`src/pfbfe_defs.svh`:
```
// Purpose: Build-time defaults and fixed figures of the polyphase filter front end.
// Assumes: Included by bare name after the package is compiled.
// Notes:   Definitions only, guarded against double inclusion.
`ifndef PFBFE_DEFS_SVH
`define PFBFE_DEFS_SVH

// ****************************************
// Default geometry and widths
// ****************************************
`define PFBFE_PFB_SIZE    3
`define PFBFE_N_IN_LOG    1
`define PFBFE_TAPS        4
`define PFBFE_IN_W        8
`define PFBFE_OUT_W       12
`define PFBFE_COEF_W      8
`define PFBFE_LUTRAM      1

// ****************************************
// Default latencies and scaling
// ****************************************
`define PFBFE_ADD_LAT     1
`define PFBFE_MULT_LAT    2
`define PFBFE_BRAM_LAT    2
`define PFBFE_FWIDTH_Q8   256
`define PFBFE_FW_ONE_Q8   256

// ****************************************
// Fixed-point and buffer figures
// ****************************************
`define PFBFE_Q15_ONE     32767
`define PFBFE_HAMM_A_Q15  17694
`define PFBFE_HAMM_B_PCT  46
`define PFBFE_PI_NUM      355
`define PFBFE_PI_DEN      113
`define PFBFE_FIFO_DEPTH  4

`endif

```
`src/pfbfe_pkg.sv`:
```
// Purpose: Types shared by the polyphase filter front end.
// Assumes: Compiled before every other file of the block.
// Notes:   Only enumerations live here; figures sit in the header.
`default_nettype none

package pfbfe_pkg;

	// ****************************************
	// Selectable options
	// ****************************************
	// Window shapes applied to the sinc prototype.
	typedef enum {PFBFE_WIN_RECT, PFBFE_WIN_HANN, PFBFE_WIN_HAMMING, PFBFE_WIN_TRI} pfbfe_win_t;

	// Ways of returning a wide sum to the output width.
	typedef enum {PFBFE_Q_TRUNC, PFBFE_Q_ROUND_UP, PFBFE_Q_ROUND_EVEN} pfbfe_quant_t;

endpackage : pfbfe_pkg

`default_nettype wire

```
`src/pfbfe_fifo.sv`:
```
// Purpose: Small synchronous FIFO between the filter and the transform.
// Assumes: One clock; writes and reads use valid and ready.
// Notes:   Read data come straight from the storage flops.
`timescale 1ns/1ns
`default_nettype none
`include "pfbfe_defs.svh"

module pfbfe_fifo
	import pfbfe_pkg::*;
#(
	parameter int unsigned W     = 8,
	parameter int unsigned DEPTH = `PFBFE_FIFO_DEPTH
)(
	// Clock and reset.
	input  wire logic         i_sys_clk,
	input  wire logic         i_arst_n,
	// Write side.
	input  wire logic         i_wr_valid,
	output logic             o_wr_ready,
	input  wire logic [W-1:0] i_wr_data,
	// Read side.
	output logic             o_rd_valid,
	input  wire logic         i_rd_ready,
	output logic [W-1:0]     o_rd_data
);

	localparam int unsigned AW = (DEPTH > 1) ? $clog2(DEPTH) : 1;
	localparam logic [AW:0] FULL = (AW+1)'(DEPTH);

	logic [W-1:0] mem_r   [DEPTH];
	logic [W-1:0] mem_nxt [DEPTH];
	logic [AW-1:0] wp_r, wp_nxt, rp_r, rp_nxt;
	logic [AW:0]   cnt_r, cnt_nxt;
	logic          wr, rd;

	// Honest full and empty flags from the word count.
	assign o_wr_ready = (cnt_r != FULL);
	assign o_rd_valid = (cnt_r != '0);
	assign o_rd_data  = mem_r[rp_r];
	assign wr         = i_wr_valid & o_wr_ready;
	assign rd         = o_rd_valid & i_rd_ready;

	// Pointer, count and storage updates.
	always_comb begin
		mem_nxt = mem_r;
		wp_nxt  = wp_r;
		rp_nxt  = rp_r;
		if (wr) begin
			mem_nxt[wp_r] = i_wr_data;
			wp_nxt        = (wp_r == AW'(DEPTH - 1)) ? '0 : wp_r + 1'b1;
		end
		if (rd) begin
			rp_nxt = (rp_r == AW'(DEPTH - 1)) ? '0 : rp_r + 1'b1;
		end
		cnt_nxt = cnt_r + (AW+1)'(wr) - (AW+1)'(rd);
	end

	// Registers only.
	always_ff @(posedge i_sys_clk or negedge i_arst_n) begin
		if (!i_arst_n) begin
			mem_r <= '{default: '0};
			wp_r  <= '0;
			rp_r  <= '0;
			cnt_r <= '0;
		end else begin
			mem_r <= mem_nxt;
			wp_r  <= wp_nxt;
			rp_r  <= rp_nxt;
			cnt_r <= cnt_nxt;
		end
	end

	// A word is never written into a full buffer.
	a_fifo_no_overflow : assert property (@(posedge i_sys_clk) disable iff (!i_arst_n)
		(cnt_r == FULL) |=> (cnt_r <= FULL))
		else $error("fifo count exceeded its depth");

endmodule : pfbfe_fifo

`default_nettype wire

```
`src/pfbfe_core.sv`:
```
// Purpose: Polyphase FIR front end feeding a transform of equal length.
// Assumes: Source holds lanes steady while valid is high and not taken.
// Notes:   The pipeline moves only when an input word is taken.
//
// Operation
// - Output marker leads first output by one clock.
// - Power-of-two lanes in, as many out, or twice as many with dual-stream.
// - Channels are two to size; taps buffer.
// - Tap count fixed by parameter at build.
// - Window shape selectable among several functions.
// - Dual-stream option duplicates lanes at output.
// - Input sample width set by parameter.
// - Output sample width set by parameter.
// - Coefficient width configurable, like input width.
// - Coefficients in LUT or registered block RAM.
// - Selectable rounding back to output width.
// - Bin-width scale widens or narrows channels.
// - Adder, multiplier, RAM latencies set total delay.
// - Real or complex input; output stays time-domain.
`timescale 1ns/1ns
`default_nettype none
`include "pfbfe_defs.svh"

module pfbfe_core
	import pfbfe_pkg::*;
#(
	parameter int unsigned  PFB_SIZE  = `PFBFE_PFB_SIZE,
	parameter int unsigned  N_IN_LOG  = `PFBFE_N_IN_LOG,
	parameter int unsigned  TAPS      = `PFBFE_TAPS,
	parameter int unsigned  IN_W      = `PFBFE_IN_W,
	parameter int unsigned  OUT_W     = `PFBFE_OUT_W,
	parameter int unsigned  COEF_W    = `PFBFE_COEF_W,
	parameter int unsigned  COEF_IN_LUTRAM = `PFBFE_LUTRAM,
	parameter int unsigned  ADD_LAT   = `PFBFE_ADD_LAT,
	parameter int unsigned  MULT_LAT  = `PFBFE_MULT_LAT,
	parameter int unsigned  BRAM_LAT  = `PFBFE_BRAM_LAT,
	parameter int unsigned  FWIDTH_Q8 = `PFBFE_FWIDTH_Q8,
	parameter bit           COMPLEX   = 1'b1,
	parameter bit           BIPLEX    = 1'b0,
	parameter pfbfe_win_t   WINDOW    = PFBFE_WIN_HAMMING,
	parameter pfbfe_quant_t QUANT     = PFBFE_Q_ROUND_EVEN,
	localparam int unsigned NL = 2**N_IN_LOG,
	localparam int unsigned NO = BIPLEX ? 2*NL : NL
)(
	// Clock and reset.
	input  wire logic              i_sys_clk,
	input  wire logic              i_arst_n,
	// Sample stream from the source.
	input  wire logic              i_in_sync,
	input  wire logic              i_in_valid,
	output logic                  o_in_ready,
	input  wire logic [NL*IN_W-1:0] i_in_re,
	input  wire logic [NL*IN_W-1:0] i_in_im,
	// Filtered stream to the transform.
	output logic                  o_out_sync,
	output logic                  o_out_valid,
	input  wire logic              i_out_ready,
	output logic [NO*OUT_W-1:0]   o_out_re,
	output logic [NO*OUT_W-1:0]   o_out_im
);

	// ****************************************
	// Derived geometry
	// ****************************************
	localparam int unsigned NCH = 2**PFB_SIZE;
	localparam int unsigned D   = NCH / NL;
	localparam int unsigned M   = TAPS * NCH;
	localparam int unsigned PHW = (D > 1) ? $clog2(D) : 1;
	localparam int unsigned HL  = (TAPS - 1) * D;
	localparam int unsigned HLN = (HL > 0) ? HL : 1;
	localparam int unsigned PW  = IN_W + COEF_W;
	localparam int unsigned SW  = PW + $clog2(TAPS + 1);
	localparam int unsigned SH  = PW - 1 - OUT_W;
	localparam int unsigned CL  = (COEF_IN_LUTRAM == 1) ? 0 : BRAM_LAT;
	localparam int unsigned PD  = CL + MULT_LAT + ADD_LAT * $clog2(TAPS);
	localparam int unsigned PDN = (PD > 0) ? PD : 1;
	localparam int unsigned DW  = 2 + 2 * NL * SW;
	localparam int unsigned FW  = 1 + 2 * NL * OUT_W;
	localparam logic [PHW-1:0]     PH_LAST = PHW'(D - 1);
	localparam logic signed [SW:0] QMAX = (SW+1)'(2**(OUT_W-1) - 1);
	localparam logic signed [SW:0] QMIN = -QMAX - 1;
	localparam logic [SW-1:0]      LOWM = (SW'(1) << (SH - 1)) - 1'b1;

	// ****************************************
	// Build-time and datapath arithmetic
	// ****************************************
	// Integer sine in Q15 for phase p of a full turn of per steps.
	function automatic longint pfbfe_sin(input longint p, input longint per);
		longint h, x, a, v;
		h = per / 2;
		x = p % h;
		a = x * (h - x);
		v = (`PFBFE_Q15_ONE * 16 * a) / (5 * h * h - 4 * a);
		return (p >= h) ? -v : v;
	endfunction : pfbfe_sin

	// Windowed sinc prototype value for coefficient k.
	function automatic logic signed [COEF_W-1:0] pfbfe_coef(input int k);
		longint per, u, s, snc, per2, cs, w, c;
		per  = 4 * NCH * `PFBFE_FW_ONE_Q8;
		// Signed throughout: an unsigned geometry term would turn negative offsets into huge ones.
		u    = (longint'(2 * k + 1) - longint'(M)) * longint'(FWIDTH_Q8);
		s    = pfbfe_sin(((u % per) + per) % per, per);
		snc  = (s * 2 * longint'(NCH) * `PFBFE_FW_ONE_Q8 * `PFBFE_PI_DEN) / (`PFBFE_PI_NUM * u);
		per2 = (M > 1) ? 4 * (M - 1) : 4;
		cs   = pfbfe_sin((4 * k + M - 1) % per2, per2);
		case (WINDOW)
			PFBFE_WIN_HANN:    w = (`PFBFE_Q15_ONE - cs) / 2;
			PFBFE_WIN_HAMMING: w = `PFBFE_HAMM_A_Q15 - (cs * `PFBFE_HAMM_B_PCT) / 100;
			PFBFE_WIN_TRI:     w = (M > 1) ? `PFBFE_Q15_ONE - (`PFBFE_Q15_ONE
			                   * ((2 * k > M - 1) ? 2 * k - M + 1 : M - 1 - 2 * k)) / (M - 1)
			                   : `PFBFE_Q15_ONE;
			default:           w = `PFBFE_Q15_ONE;
		endcase
		c = (snc * w) / `PFBFE_Q15_ONE;
		c = (c * ((longint'(1) <<< (COEF_W - 1)) - 1)) / `PFBFE_Q15_ONE;
		return COEF_W'(c);
	endfunction : pfbfe_coef

	// Table index of lane l, tap t at phase ph; oldest tap takes the first row.
	function automatic int pfbfe_idx(input int l, input int t, input logic [PHW-1:0] ph);
		return (TAPS - 1 - t) * NCH + int'(ph) * NL + l;
	endfunction : pfbfe_idx

	// Return a wide sum to the output width with rounding and saturation.
	function automatic logic signed [OUT_W-1:0] pfbfe_quant(input logic signed [SW-1:0] a);
		logic signed [SW:0] r;
		logic               up;
		r = $signed({a[SW-1], a}) >>> SH;
		case (QUANT)
			PFBFE_Q_ROUND_UP:   up = a[SH-1];
			PFBFE_Q_ROUND_EVEN: up = a[SH-1] & (((a & LOWM) != '0) | r[0]);
			default:            up = 1'b0;
		endcase
		r = r + $signed({{SW{1'b0}}, up});
		if (r > QMAX) r = QMAX;
		if (r < QMIN) r = QMIN;
		return r[OUT_W-1:0];
	endfunction : pfbfe_quant

	// ****************************************
	// Coefficient storage
	// ****************************************
	logic signed [COEF_W-1:0] coef_tab [M];
	logic signed [COEF_W-1:0] coef     [NL][TAPS];
	logic [PHW-1:0]           ph_r, ph_nxt;

	// Constant table, folded at elaboration.
	for (genvar g = 0; g < M; g++) begin : g_tab
		assign coef_tab[g] = pfbfe_coef(g);
	end

	if (COEF_IN_LUTRAM == 1) begin : g_lut
		// Distributed storage answers in the same cycle.
		always_comb begin
			for (int l = 0; l < NL; l++) begin
				for (int t = 0; t < TAPS; t++) begin
					coef[l][t] = coef_tab[pfbfe_idx(l, t, ph_r)];
				end
			end
		end
	end else begin : g_bram
		logic signed [COEF_W-1:0] crd_r [NL][TAPS];
		logic signed [COEF_W-1:0] crd_nxt [NL][TAPS];
		// Block storage reads one cycle ahead using the next word's phase.
		always_comb begin
			for (int l = 0; l < NL; l++) begin
				for (int t = 0; t < TAPS; t++) begin
					crd_nxt[l][t] = coef_tab[pfbfe_idx(l, t, ph_nxt)];
				end
			end
		end
		always_ff @(posedge i_sys_clk or negedge i_arst_n) begin
			if (!i_arst_n) begin
				crd_r <= '{default: '0};
			end else begin
				crd_r <= crd_nxt;
			end
		end
		assign coef = crd_r;
	end

	// ****************************************
	// Frame alignment and tap history
	// ****************************************
	logic                   adv, pend_r, pend_nxt, f_ready, f_valid;
	logic signed [IN_W-1:0] x_re [NL];
	logic signed [IN_W-1:0] x_im [NL];
	logic signed [IN_W-1:0] h_re_r [NL][HLN];
	logic signed [IN_W-1:0] h_im_r [NL][HLN];
	logic signed [IN_W-1:0] h_re_nxt [NL][HLN];
	logic signed [IN_W-1:0] h_im_nxt [NL][HLN];

	// The whole pipeline steps when a word is taken.
	assign adv = i_in_valid & o_in_ready;

	// Lane samples; the real variant feeds zero imaginary parts.
	always_comb begin
		for (int l = 0; l < NL; l++) begin
			x_re[l] = $signed(i_in_re[l*IN_W +: IN_W]);
			x_im[l] = COMPLEX ? $signed(i_in_im[l*IN_W +: IN_W]) : '0;
		end
	end

	// Marker pending, phase of the next word, and history shift.
	always_comb begin
		pend_nxt = pend_r;
		ph_nxt   = ph_r;
		h_re_nxt = h_re_r;
		h_im_nxt = h_im_r;
		if (adv) begin
			pend_nxt = 1'b0;
			ph_nxt   = (ph_r == PH_LAST) ? '0 : ph_r + 1'b1;
			for (int l = 0; l < NL; l++) begin
				h_re_nxt[l][0] = x_re[l];
				h_im_nxt[l][0] = x_im[l];
				for (int k = 1; k < HLN; k++) begin
					h_re_nxt[l][k] = h_re_r[l][k-1];
					h_im_nxt[l][k] = h_im_r[l][k-1];
				end
			end
		end
		// A new marker wins over the clearing take.
		if (i_in_sync) begin
			pend_nxt = 1'b1;
			ph_nxt   = '0;
		end
	end

	always_ff @(posedge i_sys_clk or negedge i_arst_n) begin
		if (!i_arst_n) begin
			pend_r <= 1'b0;
			ph_r   <= '0;
			h_re_r <= '{default: '0};
			h_im_r <= '{default: '0};
		end else begin
			pend_r <= pend_nxt;
			ph_r   <= ph_nxt;
			h_re_r <= h_re_nxt;
			h_im_r <= h_im_nxt;
		end
	end

	// ****************************************
	// Multiply, sum, delay and round
	// ****************************************
	logic signed [SW-1:0] s_re [NL];
	logic signed [SW-1:0] s_im [NL];
	logic signed [IN_W-1:0] tr, ti;
	logic [DW-1:0] head, tail;
	logic [DW-1:0] pipe_r [PDN];
	logic [DW-1:0] pipe_nxt [PDN];
	logic [FW-1:0] q_r, q_nxt;
	logic          qv_r, qv_nxt;

	// Each tap weights one sample of its lane.
	always_comb begin
		tr = '0;
		ti = '0;
		for (int l = 0; l < NL; l++) begin
			s_re[l] = '0;
			s_im[l] = '0;
			for (int t = 0; t < TAPS; t++) begin
				tr = (t == 0) ? x_re[l] : h_re_r[l][t*D-1];
				ti = (t == 0) ? x_im[l] : h_im_r[l][t*D-1];
				// Operands widened first so the product keeps all of its bits.
				s_re[l] = s_re[l] + SW'(PW'(tr) * PW'(coef[l][t]));
				s_im[l] = s_im[l] + SW'(PW'(ti) * PW'(coef[l][t]));
			end
			head[2 + 2*l*SW +: SW]      = s_re[l];
			head[2 + (2*l+1)*SW +: SW]  = s_im[l];
		end
		head[1:0] = {1'b1, pend_r};
	end

	// Delay line standing for the configured stage latencies.
	always_comb begin
		pipe_nxt = pipe_r;
		if (adv) begin
			pipe_nxt[0] = head;
			for (int i = 1; i < PDN; i++) begin
				pipe_nxt[i] = pipe_r[i-1];
			end
		end
		tail = (PD == 0) ? head : pipe_r[PDN-1];
		q_nxt  = q_r;
		qv_nxt = qv_r;
		if (adv) begin
			qv_nxt = tail[1];
			q_nxt[0] = tail[0];
			for (int l = 0; l < NL; l++) begin
				q_nxt[1 + 2*l*OUT_W +: OUT_W]     = pfbfe_quant(tail[2 + 2*l*SW +: SW]);
				q_nxt[1 + (2*l+1)*OUT_W +: OUT_W] = pfbfe_quant(tail[2 + (2*l+1)*SW +: SW]);
			end
		end
	end

	always_ff @(posedge i_sys_clk or negedge i_arst_n) begin
		if (!i_arst_n) begin
			pipe_r <= '{default: '0};
			q_r    <= '0;
			qv_r   <= 1'b0;
		end else begin
			pipe_r <= pipe_nxt;
			q_r    <= q_nxt;
			qv_r   <= qv_nxt;
		end
	end

	// ****************************************
	// Output buffer and frame marker
	// ****************************************
	logic [FW-1:0] f_data;
	logic          shown_r, shown_nxt, lead;
	logic          wr_ready;

	pfbfe_fifo #(
		.W     (FW),
		.DEPTH (`PFBFE_FIFO_DEPTH)
	) u_fifo (
		.i_sys_clk  (i_sys_clk),
		.i_arst_n   (i_arst_n),
		.i_wr_valid (adv & qv_r),
		.o_wr_ready (wr_ready),
		.i_wr_data  (q_r),
		.o_rd_valid (f_valid),
		.i_rd_ready (f_ready),
		.o_rd_data  (f_data)
	);

	// A full buffer stalls the source and the whole pipeline.
	assign o_in_ready = wr_ready;

	// A frame's first word is held back one cycle behind its marker.
	assign lead        = f_valid & f_data[0] & ~shown_r;
	assign o_out_sync  = lead;
	assign o_out_valid = f_valid & ~lead;
	assign f_ready     = o_out_valid & i_out_ready;

	always_comb begin
		shown_nxt = shown_r;
		if (lead) shown_nxt = 1'b1;
		if (f_ready) shown_nxt = 1'b0;
	end

	always_ff @(posedge i_sys_clk or negedge i_arst_n) begin
		if (!i_arst_n) begin
			shown_r <= 1'b0;
		end else begin
			shown_r <= shown_nxt;
		end
	end

	// Lanes leave unchanged, twice over for a dual-stream transform.
	for (genvar o = 0; o < NO; o++) begin : g_out
		assign o_out_re[o*OUT_W +: OUT_W] = f_data[1 + 2*(o%NL)*OUT_W +: OUT_W];
		assign o_out_im[o*OUT_W +: OUT_W] = f_data[1 + (2*(o%NL)+1)*OUT_W +: OUT_W];
	end

	// ****************************************
	// Checks
	// ****************************************
	a_sync_leads_data : assert property (@(posedge i_sys_clk) disable iff (!i_arst_n)
		o_out_sync |=> o_out_valid && f_data[0])
		else $error("output marker not followed by first word");

	a_sync_single : assert property (@(posedge i_sys_clk) disable iff (!i_arst_n)
		o_out_sync |=> !o_out_sync)
		else $error("output marker lasted more than one cycle");

	a_phase_restart : assert property (@(posedge i_sys_clk) disable iff (!i_arst_n)
		i_in_sync |=> (ph_r == '0) && pend_r)
		else $error("input marker did not restart the phase");

	a_phase_wrap : assert property (@(posedge i_sys_clk) disable iff (!i_arst_n)
		(adv && !i_in_sync && ph_r == PH_LAST) |=> (ph_r == '0))
		else $error("phase did not wrap after the last channel group");

	a_stall_holds : assert property (@(posedge i_sys_clk) disable iff (!i_arst_n)
		(!adv && !i_in_sync) |=> $stable(ph_r) && $stable(qv_r) && $stable(q_r))
		else $error("pipeline moved without a taken word");

	a_out_held : assert property (@(posedge i_sys_clk) disable iff (!i_arst_n)
		(o_out_valid && !i_out_ready) |=> o_out_valid && $stable(o_out_re) && $stable(o_out_im))
		else $error("output word changed before it was taken");

	a_dual_copy : assert property (@(posedge i_sys_clk) disable iff (!i_arst_n)
		BIPLEX |-> (o_out_re[NO*OUT_W-1 -: OUT_W] == o_out_re[NL*OUT_W-1 -: OUT_W]))
		else $error("duplicated lanes differ");

	a_real_zero : assert property (@(posedge i_sys_clk) disable iff (!i_arst_n)
		(!COMPLEX && o_out_valid) |-> (o_out_im == '0))
		else $error("real variant carried an imaginary part");

endmodule : pfbfe_core

`default_nettype wire

```
`config.mk`:
```
export PLATFORM = sky130hd
export DESIGN_NAME = pfbfe_core
export DESIGN_NICKNAME = d
export VERILOG_FILES = /design/src/pfbfe_pkg.sv /design/src/pfbfe_fifo.sv /design/src/pfbfe_core.sv
export VERILOG_INCLUDE_DIRS = /design/src
export SDC_FILE = /design/constraint.sdc
export NUM_CORES = 2
export LEC_CHECK = 0
export ABC_AREA = 0
export BUFFER_PORTS_ARGS = -buffer_cell sky130_fd_sc_hd__buf_4
export CORE_MARGIN = 3
export CORE_UTILIZATION = 25
export CTS_BUF_LIST = sky130_fd_sc_hd__clkbuf_16
export DETAILED_ROUTE_END_ITERATION = 7
export GPL_ROUTABILITY_DRIVEN = 0
export SYNTH_ARGS = -nofsm -noshare
export SYNTH_HDL_FRONTEND = slang
export SYNTH_SLANG_ARGS = --single-unit
```
`constraint.sdc`:
```
create_clock -name i_sys_clk -period 19.53 [get_ports i_sys_clk]
set_clock_uncertainty 0.05 [all_clocks]
set_input_delay 3.906 -clock i_sys_clk [delete_from_list [all_inputs] [get_ports i_sys_clk]]
set_output_delay 3.906 -clock i_sys_clk [all_outputs]
set_load 0.1 [all_outputs]
```
**Yosys cells after proc, flatten, opt, wreduce, memory -nomap -nowiden**

Memory sizes are Yosys's and may differ from the RTL's.
Index checks and enable logic that the tools add are counted.

- Equal/unequal tests: 4
- Bitwise logic cells: 28
- Reduce and logical (&&, ||, !) cells: 8
- Multiplexer cells: 47
- $mul: 16
- $lt $le $gt $ge: 19
- Add/sub/neg operators: 28

Operator list:

| operator | number |
|---|---|
| greater-or-equal comparator 32 x 6 -> 1 bit (second input constant) | 8 |
| multiplier 8 x 8 -> 16 bit | 16 |
| bitwise mux 196 bit | 1 |
| 2-to-1 mux 20 bit | 8 |
| 2-to-1 mux 49 bit | 3 |
| 2-to-1 mux 8 bit | 16 |
| binary-select mux 49 bit (select 2 bit) | 1 |
| demux 49 bit (select 2 bit) | 1 |
| NOT 32 bit | 3 |
| < comparator 20 x 12 -> 1 bit (second input constant) | 4 |
| adder 18 x 16 -> 19 bit | 4 |
| nonzero test 19 bit | 4 |
| adder 17 x 16 -> 18 bit | 4 |
| adder 16 x 16 -> 17 bit | 4 |
| adder 16 x 2 -> 17 bit | 4 |
| greater-than comparator 17 x 12 -> 1 bit (second input constant) | 4 |
| NOT 7 -> 32 bit | 2 |
| 2-to-1 mux 12 bit | 4 |
| NOT 3 -> 32 bit | 1 |
| NOT 4 -> 32 bit | 1 |
| NOT 6 -> 32 bit | 1 |
| adder 6 x 1 -> 7 bit (second input constant) | 2 |
| adder 5 x 3 -> 6 bit (first input constant) | 2 |
| AND 1 bit | 12 |
| other kinds (18) | 40 |

- Logic and storage cells: 222
- Output and inout port bits: 51
- Memory bits (read-only): 2048
- Memories: 8
- Bits of input ports: 37
- Register bits after elaboration: 953

Memory list:

| name | depth | width | read ports | clocked after Yosys merged registers in | wr ports | line | source |
|---|---|---|---|---|---|---|---|
| (no name shown) | 32 | 8 | 1 | 0 | 0 | pfbfe_core.sv:158 | `coef[l][t] = coef_tab[pfbfe_idx(l, t, ph_r)];` |
| (no name shown) | 32 | 8 | 1 | 0 | 0 | pfbfe_core.sv:158 |  |
| (no name shown) | 32 | 8 | 1 | 0 | 0 | pfbfe_core.sv:158 |  |
| (no name shown) | 32 | 8 | 1 | 0 | 0 | pfbfe_core.sv:158 |  |
| (no name shown) | 32 | 8 | 1 | 0 | 0 | pfbfe_core.sv:158 |  |
| (no name shown) | 32 | 8 | 1 | 0 | 0 | pfbfe_core.sv:158 |  |
| 2 more memories | -- | -- | -- | -- | -- | -- |  |

**Depth between registers and ports, before layout**

- Depth in word-level cells: 11
- Gate-level depth with buffers: 31
- Depth with buffers taken out: 28

**Modules after synthesis**

A second synthesis with hierarchy kept.

- Cells, all modules: 7841
- Area total of the unflattened synthesis: 77311.6 µm²

By module, submodules not included:

| module | area each (µm²) | instances | sequential area each (µm²) | cells each |
|---|---|---|---|---|
| pfbfe_core | 68296.8 | 1 | 18768.0 | 7326 |
| pfbfe_fifo | 9014.9 | 1 | 5079.9 | 515 |

**Least setup slack after synthesis**

No wires, ideal clock.

- Path kind: input-to-reg
- Start point: input i_in_im[13]
- End point: register pipe_r[309] (netlist bit)
- Buffers on the path: 0
- Slack: 9343 ps
- Library setup time: 117 ps
- Arrival time: 10020 ps
- Stages: 22
- Required time: 19363 ps
- Path through: nor2b_1 fa_1 fa_1 inv_1 fa_1 fa_1 inv_1 fa_1 fa_1 fa_1 inv_1 fa_1 inv_1 ha_1 a211oi_1 nand2b_1 o211ai_1 a21oi_1 o21a_1 or3_1 nand3_1 nand2_1

- Word-level cells in the longest chain between the ends: 4

Ends and longest elaborated chain:

| element | line | source |
|---|---|---|
| from (decl) | pfbfe_core.sv:53 | `input wire logic [NL*IN_W-1:0] i_in_im,` |
| multiplier 8 x 8 -> 16 bit | pfbfe_core.sv:268 | `s_im[l] = s_im[l] + SW'(PW'(ti) * PW'(coef[l][t]));` |
| adder 16 x 16 -> 17 bit | pfbfe_core.sv:268 |  |
| adder 17 x 16 -> 18 bit | pfbfe_core.sv:268 |  |
| adder 18 x 16 -> 19 bit | pfbfe_core.sv:268 |  |
| to (signal assigned) | pfbfe_core.sv:304 | `pipe_r <= pipe_nxt;` |
| to (decl) | pfbfe_core.sv:251 | `logic [DW-1:0] pipe_r [PDN];` |

No other way between the ends.
A chain may end at the register's enable or synchronous reset.

**Worst setup path in the final report**

- Start point: input i_in_re[7]
- End point: register pipe_r[253] (netlist bit)

- Word-level cells in the longest chain between the ends: 4

Ends and longest elaborated chain:

| element | line | source |
|---|---|---|
| from (decl) | pfbfe_core.sv:52 | `input wire logic [NL*IN_W-1:0] i_in_re,` |
| multiplier 8 x 8 -> 16 bit | pfbfe_core.sv:267 | `s_re[l] = s_re[l] + SW'(PW'(tr) * PW'(coef[l][t]));` |
| adder 16 x 16 -> 17 bit | pfbfe_core.sv:267 |  |
| adder 17 x 16 -> 18 bit | pfbfe_core.sv:267 |  |
| adder 18 x 16 -> 19 bit | pfbfe_core.sv:267 |  |

No other way between the ends.

==> results.tsv <==
metric	value	unit
core-area	307000	sq um
ff2ff_path_depth	28	
rsz0062_at_grt	no	
grt_max_degree	204	
endpoint	pipe_r[253]	
worstPathRequired	20110	ps
grtUsageTotal	11.7	%
r2r_end	pipe_r[292]	
max_freq	99.1	MHz
status	complete, no violations	
yosys.area_share.simple	15.8	%
dpl_worst_slack	8650	ps
drive_gt1_share	7.59	%
cts.sinks	953	
initial_utilization	25.2	%
area_delta_synth_final	11.2	%
end_kind	flop	
tritoncts	built	
fin_crit	10090	ps
yosys-mux-area-fraction	4.39	%
drtPass1Iterations	5	
drc	0	
die_w	562	um
synth_compound_area_share	2.65	%
synth_top_family_by_area	adder cells	
finalCritPeriodShare	51.6	%
root_buffer	clkbuf_16	
hold_class	flop to flop	
ff_latch_area	23900	sq um
avgSynthCellArea	9.80	sq um
ant_nets	0	
dpl.hpwl	135	mm
grt_use_met1	17.1	%
dr_total_vias	49100	
htree_num_levels	3	
grt_overflow	0	
num_rows	203	
routedWlPerCell	14.9	um
ff2ff_setup_slack	9890	ps
cts_buffers	112	
clk_pin_slew	60	ps
cts_buffer_depth	3	
maxCapViolCount	0	
grt_use_met3	2.26	%
max_slew_margin	24.9	%
crit_type	primary input to flop	
setup_tns	0	ps
multi_input_area	46800	sq um
pin_count	88	
synthArstFlopShare	100	%
hold_buffers	0	
worst_pin_slew	1130	ps
nets	9464	
crit_start	i_in_re[7]	
synth_cell_type_count	78	
syn_nets	9500	
netlist_instances	7887	
synthAdderAreaFrac	36.0	%
post_drt_via_cell_ratio	4.07	
finalHoldViolCount	0	
io_buffers	87	
drt-initial-drc-count	3143	
critPathMaxFanout	10	
post_cts_buffers	0	
synthXorXnorAreaFrac	1.59	%
syn_area	77300	sq um
yosysSeqAreaShare	30.9	%
grt_first_pass_wirelength	296	mm
grt_busiest_layer	met2	
worstPathArrival	10660	ps
setup_violations	0	
die_y	562	um
fillers	32500	
yosysWarningCount	0	
startpoint_type	primary input	
clk_latency	780	ps
maxSlewViolCount	0	
dieArea	316000	sq um
synth-edff-count	0	
fin_ws	9440	ps
synth_flop_cell	dfrtp_1	
ys_ff_latch	953	
antenna_found_initial	14	
grt_pass1_vias	51600	
ctsResizeCount	0	
wl	179	mm
r2r_start	ph_r[1]	
met2_usage	18.0	%
[area by class of cell]
cell class | instances | area share (%)
multi-input combinational | 5158 | 54.4
clock inverter | 93 | 0.873
inverter | 1492 | 6.51
clock buffer | 112 | 3.26
timing repair buffer | 134 | 1.22
tap | 4100 | 5.97
antenna | 7 | 0.0204
sequential | 953 | 27.7
[layer usage]
metal  part of all wire, %  vias to the layer above
met3                   4.9                      186
met2                    44                      681
met4                   1.8                       10
met1                    49                    24600
li1                      -                    23600
met5                 0.034                        -
[sequential cells by signal (all words and copies together) (netlist names), 3 cells and up]
signal / count
pipe_r: 234
u_fifo.cnt_r: 3
h_re_r: 184
u_fifo.mem_r: 196
h_im_r: 184
q_r: 49
ti: 8
tail: 78
tr: 8
[metrics by stage]
| step | util, % | hold slack (ps) | cells | area (sq um) |
|---|---|---|---|---|
| after floorplan | - | 380 | 7887 | 77300 |
| after global placement | 26.9 | 393 | 11800 | 82400 |
| after detailed placement | 26.9 | 393 | 11800 | 82400 |
| after CTS | 28.0 | 312 | 12000 | 86000 |
| after global routing | 28.0 | 350 | 12000 | 86000 |
| final | 28.0 | 336 | 12000 | 86000 |
[cells by family (layout without fill, tap and decap cells)]
logic type,after synthesis,count (layout)
AOI/OAI and AO/OA,325,325
muxes,253,253
adders and majority gates,1576,1576
and+or+nand+nor,2864,2864
other,0,7
xor gates and xnor gates,140,140
buffers and inverters,1776,1831
DFF,953,953
[cell usage after synthesis, types with 5 or more instances]
cell | instances | area, sq um
nand2_1 | 2172 | 8150
inv_1 | 1489 | 5590
fa_1 | 1083 | 21700
dfrtp_1 | 953 | 23800
ha_1 | 493 | 6170
clkbuf_1 | 230 | 863
and2_1 | 201 | 1260
mux2_2 | 201 | 2260
nor2b_1 | 142 | 888
nor2_1 | 136 | 510
o21ai_0 | 128 | 641
xnor2_1 | 92 | 806
a21oi_1 | 67 | 335
nand2b_1 | 57 | 357
mux4_2 | 49 | 1100
xor2_1 | 48 | 420
nand3_1 | 36 | 180
nor3_1 | 25 | 125
buf_1 | 24 | 90.1
buf_2 | 22 | 110
or2_2 | 18 | 113
a21o_1 | 14 | 105
a31oi_1 | 13 | 81.3
nand4_1 | 12 | 75.1
o211ai_1 | 12 | 90.1
a211oi_1 | 11 | 82.6
o31ai_1 | 11 | 82.6
a221o_1 | 10 | 100
and3_1 | 10 | 62.6
o21a_1 | 10 | 75.1
nand3b_1 | 8 | 60.1
or3_1 | 8 | 50.1
o2111ai_1 | 7 | 61.3
o31ai_2 | 7 | 87.6
and4_1 | 5 | 43.8
nor3b_1 | 5 | 37.5
[cells in the final DEF, fill, tap and decap left out, drive strengths merged, types with 39 or more instances in the layout]
cell type,n
nand2,2173
clkbuf,112
mux2,201
ha,493
nand2b,57
xnor2,92
and2,201
dfrtp,953
inv,1521
a21oi,67
clkinv,50
buf,134
nor2,141
xor2,48
o21ai,133
nor2b,142
fa,1083
nand3,39
mux4,49
[worst min path at each step]
stage	slack, ps	from	cells past startpoint	to
floorplan	380	pipe_r[235]	2	pipe_r[157]
global placement	390	h_im_r[155]	2	h_im_r[147]
detailed placement	390	pipe_r[235]	2	pipe_r[157]
CTS	310	pipe_r[118]	2	tail[40]
global route	350	pipe_r[118]	2	tail[40]
finish	340	pipe_r[118]	2	tail[40]
[critical path: stages]
cell and delay, ps:
buf_4 180, inv_1 140, nor2_1 350, fa_1 490, inv_1 80, fa_1 440
fa_1 510, fa_1 550, inv_1 50, fa_1 480, fa_1 510, fa_1 510
inv_1 60, fa_1 470, inv_1 40, ha_1 230, nor3_1 210, o211ai_1 120
a31oi_1 260, o21ai_0 200, a2111o_1 440, a31oi_1 200, xor2_1 160, o21ai_0 80
Power is left out: the tool's default activity adds up to more than one toggle a clock period on the data nets, which glitch-free logic cannot reach.
